[src/interval_pwm_timer_map.svh]
`ifndef INTERVAL_PWM_TIMER_MAP_SVH
`define INTERVAL_PWM_TIMER_MAP_SVH

// byte addresses
`define ADDR_DUTY_COMPARE    16'hFF0F
`define ADDR_PERIOD_COMPARE  16'hFF0E
`define ADDR_PORT2_LATCH     16'hFF02
`define ADDR_PORT2_DIRECTION 16'hFF22
`define ADDR_TIMER_CONTROL   16'hFF70
`define ADDR_PORT2_ANALOG    16'hFF84

// reset values
`define RST_COMPARE          8'h00
`define RST_TIMER_CONTROL    8'h00
`define RST_PORT2_DIRECTION  8'hFF
`define RST_PORT2_ANALOG     8'h00
`define RST_PORT2_LATCH      8'h00

// fixed bits of the port registers and the unmapped read value
`define PORT2_DIR_FIXED_ONES 8'hF0
`define PORT2_LOW_MASK       8'h0F
`define UNMAPPED_READ        8'h00

// clock-select codes
`define SEL_DIV1             3'h0
`define SEL_DIV4             3'h1
`define SEL_DIV16            3'h2
`define SEL_DIV64            3'h3
`define SEL_DIV4096          3'h4
`define SEL_LOW_SPEED_DIV128 3'h5

// divider widths, log2 of the ratios
`define PRESCALE_BITS        12
`define LOW_SPEED_DIV_BITS   7

// count clocks that must pass between a duty write and its transfer while the timer runs
`define DUTY_GUARD_TICKS     2'h3

`endif

[src/interval_pwm_timer_pkg.sv]
package interval_pwm_timer_pkg;

  typedef enum logic [1:0] {
    MODE_INTERVAL = 2'b00,
    MODE_PWM      = 2'b10
  } timer_mode_t;

  typedef enum logic [1:0] {
    CMP_PERIOD = 2'b01,
    CMP_DUTY   = 2'b10
  } compare_phase_t;

  typedef struct packed {
    logic       run_enable;
    logic [2:0] clock_select;
    logic [1:0] mode_select;
    logic       output_default_level;
    logic       output_drive_enable;
  } timer_ctrl_t;

  typedef struct packed {
    logic        wr;
    logic        bit_wr;
    logic        rd;
    logic [15:0] addr;
    logic [7:0]  wdata;
    logic [2:0]  bit_sel;
  } mem_req_t;

endpackage
[src/count_tick_gen.sv]
`timescale 1ns/10ps
`include "interval_pwm_timer_map.svh"

module count_tick_gen #(
  parameter int PRESCALE_BITS = `PRESCALE_BITS,
  parameter int LS_BITS       = `LOW_SPEED_DIV_BITS
) (
  input  wire logic       clk,
  input  wire logic       rst_n,
  input  wire logic       clk_en,
  input  wire logic       run,
  input  wire logic [2:0] clock_select,
  input  wire logic       low_speed_clk_in,
  output logic            tick
);

  logic [PRESCALE_BITS-1:0] presc_reg;
  logic [PRESCALE_BITS-1:0] presc_next;
  logic [LS_BITS-1:0]       ls_cnt_reg;
  logic [LS_BITS-1:0]       ls_cnt_next;
  logic [2:0]               ls_sync_reg;
  logic                     tick_reg;
  logic                     tick_next;
  logic                     ls_edge;

  ////////////////////////////////////////////////////////////////////////////
  // dividers and tap select
  always_comb begin
    ls_edge     = ls_sync_reg[1] & ~ls_sync_reg[2];
    presc_next  = run ? PRESCALE_BITS'(presc_reg + 1'b1) : '0;
    ls_cnt_next = ls_cnt_reg;
    if (!run) begin
      ls_cnt_next = '0;
    end else if (ls_edge) begin
      ls_cnt_next = LS_BITS'(ls_cnt_reg + 1'b1);
    end
    unique case (clock_select)
      `SEL_DIV1:             tick_next = run;
      `SEL_DIV4:             tick_next = run & (&presc_reg[1:0]);
      `SEL_DIV16:            tick_next = run & (&presc_reg[3:0]);
      `SEL_DIV64:            tick_next = run & (&presc_reg[5:0]);
      `SEL_DIV4096:          tick_next = run & (&presc_reg[11:0]);
      `SEL_LOW_SPEED_DIV128: tick_next = run & ls_edge & (&ls_cnt_reg);
      default:               tick_next = 1'b0;
    endcase
  end

  always_ff @(posedge clk or negedge rst_n) begin
    if (!rst_n) begin
      presc_reg   <= '0;
      ls_cnt_reg  <= '0;
      ls_sync_reg <= 3'h0;
      tick_reg    <= 1'b0;
    end else if (clk_en) begin
      presc_reg   <= presc_next;
      ls_cnt_reg  <= ls_cnt_next;
      ls_sync_reg <= {ls_sync_reg[1:0], low_speed_clk_in};
      tick_reg    <= tick_next;
    end
  end

  assign tick = tick_reg;

endmodule

[src/interval_pwm_timer.sv]
`timescale 1ns/10ps
`include "interval_pwm_timer_map.svh"

module interval_pwm_timer (
  input  wire logic                             sys_clk,
  input  wire logic                             resetn,
  input  wire logic                             clk_en,
  input  wire logic                             low_speed_clk_in,
  input  wire logic [3:0]                       port2_pin_in,
  input  wire interval_pwm_timer_pkg::mem_req_t mem_req,
  output logic      [7:0]                       mem_rdata,
  output logic                                  match_interrupt,
  output logic      [3:0]                       port2_pin_out,
  output logic      [3:0]                       port2_pin_oe,
  output logic      [3:0]                       port2_analog_en
);

  logic [1:0]                           rst_sync_reg;
  logic                                 rst_n;
  logic [3:0]                           pin_sync_reg;
  interval_pwm_timer_pkg::timer_ctrl_t  ctrl_reg;
  interval_pwm_timer_pkg::timer_ctrl_t  ctrl_next;
  logic [7:0]                           period_reg;
  logic [7:0]                           period_next;
  logic [7:0]                           duty_wr_reg;
  logic [7:0]                           duty_wr_next;
  logic [7:0]                           duty_act_reg;
  logic [7:0]                           duty_act_next;
  logic                                 pend_reg;
  logic                                 pend_next;
  logic [1:0]                           guard_reg;
  logic [1:0]                           guard_next;
  logic [7:0]                           dir_reg;
  logic [7:0]                           dir_next;
  logic [7:0]                           analog_reg;
  logic [7:0]                           analog_next;
  logic [7:0]                           latch_reg;
  logic [7:0]                           latch_next;
  logic [7:0]                           count_reg;
  logic [7:0]                           count_next;
  interval_pwm_timer_pkg::compare_phase_t phase_reg;
  interval_pwm_timer_pkg::compare_phase_t phase_next;
  logic                                 mask_reg;
  logic                                 mask_next;
  logic                                 tout_reg;
  logic                                 tout_next;
  logic                                 irq_reg;
  logic                                 irq_next;
  logic [7:0]                           rdata_reg;
  logic [7:0]                           rdata_next;
  logic [3:0]                           pin_out_reg;
  logic [3:0]                           pin_oe_reg;
  logic                                 tick;
  logic                                 is_pwm;
  logic                                 any_wr;
  logic [7:0]                           wr_val;
  logic [7:0]                           cur_val;
  logic                                 duty_wr;
  logic                                 pmatch;
  logic                                 dmatch;

  ////////////////////////////////////////////////////////////////////////////
  // reset release and pin synchronisers
  always_ff @(posedge sys_clk or negedge resetn) begin
    if (!resetn) begin
      rst_sync_reg <= 2'h0;
    end else begin
      rst_sync_reg <= {rst_sync_reg[0], 1'b1};
    end
  end

  assign rst_n = rst_sync_reg[1];

  genvar gi;
  generate
    for (gi = 0; gi < 4; gi++) begin : g_pin
      logic [1:0] sync_reg;
      always_ff @(posedge sys_clk or negedge rst_n) begin
        if (!rst_n) begin
          sync_reg <= 2'h0;
        end else if (clk_en) begin
          sync_reg <= {sync_reg[0], port2_pin_in[gi]};
        end
      end
      assign pin_sync_reg[gi] = sync_reg[1];
    end
  endgenerate

  count_tick_gen u_tick (
    .clk              (sys_clk),
    .rst_n            (rst_n),
    .clk_en           (clk_en),
    .run              (ctrl_reg.run_enable),
    .clock_select     (ctrl_reg.clock_select),
    .low_speed_clk_in (low_speed_clk_in),
    .tick             (tick)
  );

  ////////////////////////////////////////////////////////////////////////////
  // register access
  always_comb begin
    any_wr = mem_req.wr | mem_req.bit_wr;
    unique case (mem_req.addr)
      `ADDR_TIMER_CONTROL:   cur_val = ctrl_reg;
      `ADDR_PERIOD_COMPARE:  cur_val = period_reg;
      `ADDR_DUTY_COMPARE:    cur_val = duty_wr_reg;
      `ADDR_PORT2_DIRECTION: cur_val = dir_reg;
      `ADDR_PORT2_ANALOG:    cur_val = analog_reg;
      `ADDR_PORT2_LATCH:     cur_val = latch_reg;
      default:               cur_val = `UNMAPPED_READ;
    endcase
    wr_val = mem_req.wdata;
    if (mem_req.bit_wr) begin
      wr_val = cur_val;
      wr_val[mem_req.bit_sel] = mem_req.wdata[0];
    end
    ctrl_next   = ctrl_reg;
    period_next = period_reg;
    duty_wr     = 1'b0;
    dir_next    = dir_reg;
    analog_next = analog_reg;
    latch_next  = latch_reg;
    if (any_wr) begin
      unique case (mem_req.addr)
        `ADDR_TIMER_CONTROL:   ctrl_next = wr_val;
        `ADDR_PERIOD_COMPARE:  period_next = wr_val;
        `ADDR_DUTY_COMPARE:    duty_wr = mem_req.wr;
        `ADDR_PORT2_DIRECTION: dir_next = wr_val | `PORT2_DIR_FIXED_ONES;
        `ADDR_PORT2_ANALOG:    analog_next = wr_val & `PORT2_LOW_MASK;
        `ADDR_PORT2_LATCH:     latch_next = wr_val & `PORT2_LOW_MASK;
        default:               ;
      endcase
    end
    rdata_next = rdata_reg;
    if (mem_req.rd) begin
      rdata_next = cur_val;
      if (mem_req.addr == `ADDR_PORT2_LATCH) begin
        rdata_next = {4'h0, (dir_reg[3:0] & pin_sync_reg) | (~dir_reg[3:0] & latch_reg[3:0])};
      end
    end
  end

  ////////////////////////////////////////////////////////////////////////////
  // counter, compare and output
  always_comb begin
    is_pwm        = ctrl_reg.mode_select[1];
    pmatch        = (phase_reg == interval_pwm_timer_pkg::CMP_PERIOD) && (count_reg == period_reg);
    dmatch        = is_pwm && (phase_reg == interval_pwm_timer_pkg::CMP_DUTY) &&
                    (count_reg == duty_act_reg);
    count_next    = count_reg;
    phase_next    = phase_reg;
    mask_next     = mask_reg;
    tout_next     = tout_reg;
    irq_next      = 1'b0;
    duty_wr_next  = duty_wr ? wr_val : duty_wr_reg;
    duty_act_next = duty_act_reg;
    pend_next     = pend_reg | duty_wr;
    guard_next    = guard_reg;
    if (duty_wr) begin
      guard_next = 2'h0;
    end else if (tick && guard_reg != `DUTY_GUARD_TICKS) begin
      guard_next = 2'(guard_reg + 1'b1);
    end
    if (!ctrl_reg.run_enable) begin
      count_next    = 8'h00;
      phase_next    = interval_pwm_timer_pkg::CMP_PERIOD;
      mask_next     = 1'b1;
      tout_next     = ctrl_reg.output_default_level;
      duty_act_next = duty_wr_next;
      pend_next     = 1'b0;
    end else if (tick) begin
      if (is_pwm && mask_reg) begin
        mask_next = 1'b0;
      end else if (pmatch) begin
        count_next = 8'h00;
        irq_next   = 1'b1;
        if (is_pwm) begin
          phase_next = interval_pwm_timer_pkg::CMP_DUTY;
          tout_next  = ctrl_reg.output_default_level ^ ctrl_reg.output_drive_enable;
        end else if (ctrl_reg.output_drive_enable) begin
          tout_next = ~tout_reg;
        end
      end else begin
        count_next = 8'(count_reg + 1'b1);
        if (dmatch) begin
          phase_next = interval_pwm_timer_pkg::CMP_PERIOD;
          tout_next  = ctrl_reg.output_default_level;
          if (pend_reg && !duty_wr && guard_reg == `DUTY_GUARD_TICKS) begin
            duty_act_next = duty_wr_reg;
            pend_next     = 1'b0;
          end
        end
      end
    end
  end

  ////////////////////////////////////////////////////////////////////////////
  // state registers
  always_ff @(posedge sys_clk or negedge rst_n) begin
    if (!rst_n) begin
      ctrl_reg     <= `RST_TIMER_CONTROL;
      period_reg   <= `RST_COMPARE;
      duty_wr_reg  <= `RST_COMPARE;
      duty_act_reg <= `RST_COMPARE;
      pend_reg     <= 1'b0;
      guard_reg    <= 2'h0;
      dir_reg      <= `RST_PORT2_DIRECTION;
      analog_reg   <= `RST_PORT2_ANALOG;
      latch_reg    <= `RST_PORT2_LATCH;
      count_reg    <= 8'h00;
      phase_reg    <= interval_pwm_timer_pkg::CMP_PERIOD;
      mask_reg     <= 1'b1;
      tout_reg     <= 1'b0;
      irq_reg      <= 1'b0;
      rdata_reg    <= 8'h00;
      pin_out_reg  <= 4'h0;
      pin_oe_reg   <= 4'h0;
    end else if (clk_en) begin
      ctrl_reg     <= ctrl_next;
      period_reg   <= period_next;
      duty_wr_reg  <= duty_wr_next;
      duty_act_reg <= duty_act_next;
      pend_reg     <= pend_next;
      guard_reg    <= guard_next;
      dir_reg      <= dir_next;
      analog_reg   <= analog_next;
      latch_reg    <= latch_next;
      count_reg    <= count_next;
      phase_reg    <= phase_next;
      mask_reg     <= mask_next;
      tout_reg     <= tout_next;
      irq_reg      <= irq_next;
      rdata_reg    <= rdata_next;
      pin_out_reg  <= {latch_next[3:1], latch_next[0] | tout_next};
      pin_oe_reg   <= ~dir_next[3:0] & ~analog_next[3:0];
    end
  end

  assign mem_rdata       = rdata_reg;
  assign match_interrupt = irq_reg;
  assign port2_pin_out   = pin_out_reg;
  assign port2_pin_oe    = pin_oe_reg;
  assign port2_analog_en = analog_reg[3:0];

endmodule

[config.mk]
export PLATFORM = sky130hd
export DESIGN_NAME = interval_pwm_timer
export DESIGN_NICKNAME = d
export VERILOG_FILES = /design/src/interval_pwm_timer_pkg.sv /design/src/count_tick_gen.sv /design/src/interval_pwm_timer.sv
export VERILOG_INCLUDE_DIRS = /design/src /design/src/src
export SDC_FILE = /design/constraint.sdc
export NUM_CORES = 1
export LEC_CHECK = 0
export BUFFER_PORTS_ARGS = -buffer_cell sky130_fd_sc_hd__buf_2
export CORE_MARGIN = 2
export CORE_UTILIZATION = 40
export CTS_CLUSTER_SIZE = 28
export DETAILED_ROUTE_END_ITERATION = 6
export GPL_TIMING_DRIVEN = 0
export PLACE_DENSITY_LB_ADDON = 0.1
export SETUP_SLACK_MARGIN = 0.4
export SYNTH_ARGS = -nofsm -noshare
export SYNTH_HDL_FRONTEND = slang
export SYNTH_SLANG_ARGS = --single-unit
[constraint.sdc]
create_clock -name sys_clk -period 4.36 [get_ports sys_clk]
set_input_delay 0.872 -clock sys_clk [delete_from_list [all_inputs] [get_ports sys_clk]]
set_output_delay 0.872 -clock sys_clk [all_outputs]
set_load 0.02 [all_outputs]
==> flow_summary.toml, run 1 <==
[run_status]
status = "finished clean"

[grt]
grt_max_degree = 54
track_usage = 0.225
first_global_vias = 4780
overflow = 0
grt_pass1_wl_um = 25600
antenna_found_initial = 0

[worst_setup_path]
r2r-start = "period_reg[0]"
arrival_ns = 3.70
path_class = "in2reg"
worst_setup_path_start_kind = "input pin"
r2r_slack_ns = 1.84
cp-startpoint = "mem_req[11]"
required_ns = 4.63
end_kind = "flip-flop"
crit_fanout = 10

[placed_design]
dp_slack_ns = 0.590
io_buffers = 54
hpwlAfterDp_um = 12000
gp_congestion = 0.897
dp_cells = 828

[sta]
final_max_slew_viol_count = 0
fin_skew_ns = 0.00616
setup_viol = 0
tns_ns = 0
fmax_mhz = 292
post-route-period-util = 0.786
tightest_slew_ns = 1.36
finalHoldViolations = 0
slew_headroom = 0.0864
rsz0062_at_grt = "no"
holdWs_ns = 0.287
final.setup.worst_slack_ns = 0.934
layout_min_cycle_time_ns = 3.43

[synth]
netlist-cell-type-count = 68
async_flop_share = 1.00
ys_ff_latch = 106
synth-main-ff-cell = "dfrtp_1"
synth_edf_count = 0
seq_area_frac_synth = 0.465
syn_avg_cell_area_um2 = 9.64
synth_nets = 635
synth_warnings = 0
synthesis.area_um2 = 5720
netlist_instances = 593

[final_layout]
drive_gt1_frac = 0.182
largest_reg_flops = 12
diodes = 0
n_fill_cell = 1330
fin_cells = 844
syn2layout_area_growth_pct = 14.7
fin_nets = 701

[power]
power_mw = 2.05
power_density_nw_per_um2 = 313
cellLeakagePower_nw = 2.90
ir_drop_mv = 0.157

[clock_tree]
cts_hold_buffers = 0
cts_resized = 0
postCtsSetupRepairBufs = 0
clock-root-buffer = "clkbuf_16"
htreeDepth = 3
clock_sinks = 106
clkLatencyLatePin_ns = 0.36
clk_pin_slew_ns = 0.07
clockBufferDepth = 2
cts_buffers = 9
cts_tree = "built"

[detailed_routing]
wire_per_inst_um = 18.7
vias_per_cell = 5.61
ant_nets = 0
drt_wl_total_um = 15800
drtPass1Iterations = 4
vias = 4733
initialDrtViolationCount = 282
drc = 0

[floorplanning]
start_util = 0.410
chipWidth_um = 124
io_pins = 59
core_um2 = 13900
die_h_um = 124
fp-row-count = 43
die_area_um2 = 15300

[min_path]
hold_path_class = "in2async"

[flow_run]
drv_cap = 0
==> cell type report <==
| cell class | count | area [um2] | share of cell area |
|---|---|---|---|
| timing repair buffer | 55 | 298 | 0.0454 |
| multi-input combinational | 442 | 2840 | 0.433 |
| sequential | 106 | 2660 | 0.406 |
| clock inverter | 5 | 78.8 | 0.0120 |
| buffer | 33 | 175 | 0.0267 |
| clock buffer | 11 | 233 | 0.0355 |
| inverter | 12 | 45.0 | 0.00687 |
| tap | 180 | 225 | 0.0344 |
==> cells in the final DEF, fill, tap and decap left out, types with 5 or more instances in the layout <==
cell	n
nand2_1	78
xor2_1	24
clkbuf_1	21
or4_1	5
o2bb2ai_1	7
and3_1	7
inv_1	12
nor2_1	33
o31ai_1	8
buf_2	55
nand4_1	13
nand2b_1	5
mux2i_1	20
dfrtp_1	99
nor4_1	5
a21oi_1	13
or3_1	8
dfstp_2	6
mux2_2	17
clkbuf_16	9
nand3_1	16
a211oi_1	8
xnor2_1	5
nor3_1	9
a21o_1	7
nor2b_1	9
o21ai_1	24
o21ai_0	54
==> through the flow <==
stage / area [um2] / util
4_1_cts: 6550 / 0.470
3_3_place_gp: 6210 / 0.446
2_1_floorplan: 5720 / -
3_5_place_dp: 6240 / 0.448
5_1_grt: 6550 / 0.470
6_report: 6550 / 0.470
==> kinds of logic (layout without fill, tap and decap cells) <==
kind of cell	count (synthesis)	count (layout)	synth area share
flip-flops	106	106	0.465
AND/OR/NAND/NOR	214	214	0.196
multiplexers	37	37	0.0685
other	1	1	0.000656
AO/OA/AOI/OAI	157	157	0.177
adder cells (fa/ha/maj)	4	4	0.00876
buffers and inverters	45	116	0.0385
XOR/XNOR	29	29	0.0444
==> per-layer routing <==
layer  part of all wire  track usage
met5                  0            0
met4              0.040        0.116
met3              0.032       0.0258
met2               0.47        0.362
met1               0.46        0.299
==> path summary, 6_finish.rpt <==
| check | endpoint | cells past startpoint |
|---|---|---|
| setup / recovery | port2_pin_oe[0] | 7 |
| max in group asynchronous | dir_reg[2] | 1 |
| hold / removal | rst_sync_reg[0] | 1 |
| setup reg to reg | port2_pin_oe[0] | 5 |
| min in group sys_clk | rst_sync_reg[1] | 0 |
| hold reg to reg | rst_sync_reg[1] | 0 |
==> worst max-delay path, cell delays in order <==
cell and delay, ns:
buf_2 0.16, buf_1 0.54, mux2i_1 0.35, o22ai_2 0.13, o31ai_1 1.11, o21ai_0 0.36
o21ai_0 0.17
==> cell usage after synthesis (all sizes together), types with 5 or more instances <==
cell type | n | area [um2]
a211oi | 8 | 60.1
a21o | 7 | 52.6
a21oi | 13 | 65.1
and2 | 6 | 42.5
and3 | 7 | 43.8
buf | 13 | 98.8
clkbuf | 20 | 76.3
dfrtp | 100 | 2500
dfstp | 6 | 158
inv | 12 | 45.0
mux2 | 17 | 191
mux2i | 20 | 200
nand2 | 79 | 299
nand2b | 5 | 31.3
nand3 | 16 | 80.1
nand4 | 13 | 81.3
nor2 | 34 | 144
nor2b | 9 | 56.3
nor3 | 10 | 61.3
nor4 | 7 | 56.3
o21ai | 79 | 399
o22ai | 6 | 50.0
o2bb2ai | 8 | 76.3
o31ai | 8 | 60.1
or3 | 8 | 50.1
or4 | 5 | 37.5
xnor2 | 5 | 43.8
xor2 | 24 | 210
==> where the power goes <==
group	internal (mW)	switching [mW]	leakage, nW
Combinational	0.0565	0.0957	1.34
Sequential	1.00	0.0205	1.41
Clock	0.503	0.373	0.153
No activity file was read; power rests on OpenSTA's default activity.
==> run 2, diff against run 1 <==
- ABC_AREA: unset -> 1
- clock period: 4.36 -> 3.4 ns (I/O delays scaled with it)
==> flow_summary.toml, run 2 <==
[clock_tree]
clk_pin_slew_ns = 0.08
cts_buffers = 9
clockBufferDepth = 2
cts_hold_buffers = 0
clock-root-buffer = "clkbuf_16"
clock_sinks = 106
cts_resized = 0
postCtsSetupRepairBufs = 0
cts_tree = "built"
htreeDepth = 3
clkLatencyLatePin_ns = 0.37

[grt]
grt_max_degree = 59
grt_pass1_wl_um = 27400
track_usage = 0.217
first_global_vias = 5317
overflow = 0
antenna_found_initial = 0

[worst_setup_path]
arrival_ns = 2.40
crit_top_cell = "nand2_1"
crit_buf_inv = 2
required_ns = 3.66
crit_fanout = 10
worst_setup_path_start_kind = "flip-flop"
cpPeakStageDelay_ns = 0.51
slowest_stage = "dfrtp_1"
cp_cell_sequence = "nand2_1 > nand2_1 > nor2_1 > nor2_1 > inv_1 > nand2_2 > buf_6 > nor2_1 > nand2_1 > nand2_1"
end_kind = "flip-flop"
path_class = "reg2reg"
path_delay_family = "simple AND/OR/NAND/NOR gates"

[detailed_routing]
vias = 5532
initialDrtViolationCount = 420
vias_per_cell = 5.02
ant_nets = 0
drtPass1Iterations = 6
wire_per_inst_um = 15.2
drc = 0
drt_wl_total_um = 16800

[synth]
synth_edf_count = 0
synth-main-ff-cell = "dfrtp_1"
synth.top_cell.area_share = 0.412
synth_xor_xnor_area_share = 0.0187
synth_warnings = 0
synth.area.top_cells = "dfrtp_1 (41%), nand2_1 (16%), inv_1 (5.1%)"
yosys-top-cells-count = "nand2_1 (257), dfrtp_1 (100), inv_1 (83)"
netlist-cell-type-count = 48
ys_ff_latch = 106
syn_avg_cell_area_um2 = 7.25
synthAdderAreaFrac = 0.00823
synth_top_family_by_area = "simple AND/OR/NAND/NOR gates"
muxShareOfSynthArea = 0.00370
synthesis.area_um2 = 6080
yosysMostFrequentCell = "nand2_1"
netlist_instances = 839
yosysTopAreaCell = "dfrtp_1"
synth_compound_area_frac = 0.112
synth-simple-area-share = 0.340
seq_area_frac_synth = 0.438
synth_nets = 881
async_flop_share = 1.00

[final_layout]
fin_nets = 951
utilization = 0.462
drive_gt1_frac = 0.162
syn2layout_area_growth_pct = 14.3
largest_reg_flops = 12
final_cell_mix = "nand2_1 (257), dfrtp_1 (99), inv_1 (83), nor2_1 (76), buf_2 (65)"
final_common_cell = "nand2_1"
diodes = 0

[floorplanning]
chipWidth_um = 127
die_h_um = 127
start_util = 0.404
core_um2 = 15000
fp-row-count = 45
die_area_um2 = 16200
io_pins = 59

[placed_design]
io_buffers = 58
hpwlAfterDp_um = 12700
gp_congestion = 0.860

[sta]
tightest_slew_ns = 0.711
rsz0062_at_grt = "no"
slew_headroom = 0.524
finalHoldViolations = 0
setup_viol = 0
tns_ns = 0
final_max_slew_viol_count = 0
fin_skew_ns = 0.0105
layout_min_cycle_time_ns = 2.14
fmax_mhz = 467
post-route-period-util = 0.629

[run_status]
status = "finished clean"

[power]
power_density_nw_per_um2 = 420
cellLeakagePower_nw = 3.49
ir_drop_mv = 0.345

[min_path]
hold_path_class = "in2async"

[flow_run]
drv_cap = 0
==> run 2: changes by cell type after synthesis, sizes merged, moves of 9 or more <==
| cell | change |
|---|---|
| inv | +80 |
| a21oi | +31 |
| nor2b | -9 |
| nand3 | +47 |
| xor2 | -15 |
| mux2i | -20 |
| nor2 | +56 |
| nand2 | +188 |
| mux2 | -15 |
| clkbuf | -12 |
| nor3 | +12 |
==> run 2: kinds of logic after synthesis <==
group	after synthesis
AOI/OAI and AO/OA	127
xor gates and xnor gates	13
adders and majority gates	4
buffers and inverters	117
DFF	106
muxes	2
other	1
and+or+nand+nor	469
==> run 2: metal layers <==
| metal | global-route usage | vias up | wire (um) |
|---|---|---|---|
| li1 | - | 2826 | - |
| met1 | 0.306 | 2583 | 8350 |
| met2 | 0.345 | 105 | 7540 |
| met3 | 0.0423 | 18 | 642 |
| met4 | 0.0524 | 0 | 241 |
| met5 | 0 | - | 0 |
==> run 2: area by class of cell <==
| class | count | area [um2] |
|---|---|---|
| inverter | 94 | 353 |
| buffer | 23 | 129 |
| clock buffer | 9 | 225 |
| clock inverter | 7 | 88.8 |
| tap | 188 | 235 |
| sequential | 106 | 2660 |
| fill | 1540 | 8080 |
| timing repair buffer | 59 | 318 |
| multi-input combinational | 616 | 2940 |
==> run 2: worst paths after layout <==
kind	start	endpoint	slack, ns	cells after the start
worst max-delay path	ctrl_reg[3]	duty_act_reg[3]	1.26	10
worst max register to register	ctrl_reg[3]	duty_act_reg[3]	1.26	10
worst min-delay path	resetn	rst_sync_reg[1]	0.09	1
min in group sys_clk	rst_sync_reg[0]	rst_sync_reg[1]	0.35	0
max in group asynchronous	rst_sync_reg[1]	dir_reg[2]	2.28	1
worst min register to register	rst_sync_reg[0]	rst_sync_reg[1]	0.35	0
==> run 2: power breakdown <==
part	switching, mW	internal, mW
clock network	0.554	0.532
logic	0.238	0.134
registers	0.0932	1.37
==> run 2: metrics by stage <==
step / area [um2] / power [mW] / hold WS [ns] / worst slack [ns] / std cells
2_1_floorplan: 6080 / 1.71 / 0.331 / 1.46 / 839
3_3_place_gp: 6610 / 1.85 / 0.334 / 0.865 / 1085
3_5_place_dp: 6640 / 1.86 / 0.338 / 0.894 / 1086
4_1_cts: 6950 / 2.97 / 0.0705 / 1.26 / 1102
5_1_grt: 6950 / 3.08 / 0.0682 / 1.03 / 1102
6_report: 6950 / 2.92 / 0.0882 / 1.26 / 1102
==> run 3, diff against run 2 <==
- clock period: 3.4 -> 1.98 ns (I/O delays scaled with it)
==> flow_summary.toml, run 3 (synthesis results as in run 2) <==
[floorplanning]
fp-row-count = 45
die_h_um = 127
chipWidth_um = 127
core_um2 = 15000
io_pins = 59
start_util = 0.404
die_area_um2 = 16200

[worst_setup_path]
required_ns = 2.23
crit_fanout = 4
arrival_ns = 1.98
worst_setup_path_start_kind = "flip-flop"
path_class = "reg2reg"
end_kind = "flip-flop"

[clock_tree]
clock-root-buffer = "clkbuf_16"
cts_buffers = 9
clockBufferDepth = 2
clock_sinks = 106
cts_tree = "built"
clk_pin_slew_ns = 0.08
htreeDepth = 3
clkLatencyLatePin_ns = 0.36

[final_layout]
drive_gt1_frac = 0.347
diodes = 0
design_area_um2 = 8150
syn2layout_area_growth_pct = 34.1
final_common_cell = "nand2_1"
final_cell_mix = "nand2_1 (208), dfrtp_1 (91), inv_1 (68), nor2_1 (54), buf_2 (50)"
largest_reg_flops = 12
fin_nets = 1002
fin_cells = 1153

[flow_run]
drv_cap = 0

[placed_design]
dpl_cell_area_um2 = 6650
dp_cells = 1085
hpwlAfterDp_um = 12500
io_buffers = 58
gp_congestion = 0.868
dp_slack_ns = -0.242

[sta]
rsz0062_at_grt = "yes"
slew_headroom = 0.421
post-route-period-util = 0.878
layout_min_cycle_time_ns = 1.74
setup_viol = 0
fin_skew_ns = 0.0101
final.setup.worst_slack_ns = 0.242
tightest_slew_ns = 0.860
final_max_slew_viol_count = 0
fmax_mhz = 575
finalHoldViolations = 0
holdWs_ns = 0.231

[detailed_routing]
highest_layer = "met4"
wl_met1_um = 8790
met3_length_um = 753
route.met2.wl_um = 8120
vias = 5895
initialDrtViolationCount = 415
ant_nets = 0
drt_wl_total_um = 18000
wire_per_inst_um = 15.6
drc = 0
drtPass1Iterations = 5
vias_per_cell = 5.11

[power]
power_density_nw_per_um2 = 626
swShare = 0.305
combPwrFrac = 0.157
ir_drop_mv = 0.537
power_mw = 5.10
cellLeakagePower_nw = 3.98
p_sw_mw = 1.55
power.internal_mw = 3.55
clkPwrFrac = 0.351
p_seq_frac = 0.491

[run_status]
status = "finished clean"

[min_path]
hold_path_class = "in2reg"

[grt]
grt_max_degree = 54
track_usage = 0.223
grt_pass1_wl_um = 28300
overflow = 0
first_global_vias = 5468
antenna_found_initial = 0
-- run 3: changes by cell type in the layout (fill, tap and decap cells not counted), moves of 14 or more --
cell / previous run / this run
nand2_4: 0 / 18
nor2_4: 3 / 25
nor2_1: 76 / 54
o21ai_0: 59 / 42
buf_2: 65 / 50
nand2_2: 10 / 37
buf_4: 3 / 40
inv_1: 83 / 68
inv_2: 9 / 23
buf_6: 3 / 28
nand2_1: 257 / 208
-- run 3: layout make-up --
cell class                 count  area (um2)
tap                          188         235
buffer                        23         151
clock inverter                 6        56.3
clock buffer                  10         229
fill                        1469        6880
timing repair buffer         110         852
multi-input combinational    616        3590
inverter                      94         362
sequential                   106        2670
-- run 3: path summary, 6_finish.rpt --
path | slack (ns) | start | end | cells after the start
max in group asynchronous | 0.80 | rst_sync_reg[1] | dir_reg[2] | 1
max | 0.24 | count_reg[5] | port2_pin_out[0] | 11
min | 0.23 | port2_pin_in[3] | g_pin[3].sync_reg[0] | 3
max reg2reg | 0.24 | count_reg[5] | port2_pin_out[0] | 11
min in group asynchronous | 0.35 | resetn | rst_sync_reg[1] | 2
min reg2reg | 0.35 | rst_sync_reg[0] | rst_sync_reg[1] | 0
-- run 3: layer usage --
| metal | track usage | vias up |
|---|---|---|
| met5 | 0 | - |
| met4 | 0.0666 | 0 |
| met3 | 0.0339 | 19 |
| met2 | 0.338 | 137 |
| met1 | 0.332 | 2800 |
| li1 | - | 2939 |
-- run 3: power by group through the flow --
stage | logic (mW) | clock network, mW | registers [mW]
after floorplan | 0.397 | 0 | 2.55
after global placement | 0.615 | 0 | 2.57
after detailed placement | 0.612 | 0 | 2.57
after CTS | 0.695 | 1.81 | 2.51
after global routing | 0.906 | 1.91 | 2.54
final | 0.803 | 1.79 | 2.51
-- run 3: metrics by stage --
stage / utilization / setup TNS, ns
global placement: 0.442 / -2.32
global route: 0.542 / 0
CTS: 0.498 / 0
finish: 0.542 / 0
floorplan: - / 0
detailed placement: 0.442 / -1.84
-- run 3: what timing repair did --
action	CTS	global route
endpoints found under the hold margin	2	0
hold buffers	1	0
resized for setup	80	159
gates cloned	2	0
buffers inserted	26	23
endpoints found under the setup margin	134	85
pin swaps	31	68
-- run 3: critical path: stages (launching register included) --
cell and delay (ns):
dfrtp_1 0.40, inv_2 0.09, nor2_1 0.07, nor3_2 0.18, nand2_1 0.10, nor2_4 0.12, nand2_4 0.09, or2_0 0.21
nand2_1 0.06, nand2_1 0.06, a21oi_2 0.18, nand2_1 0.07
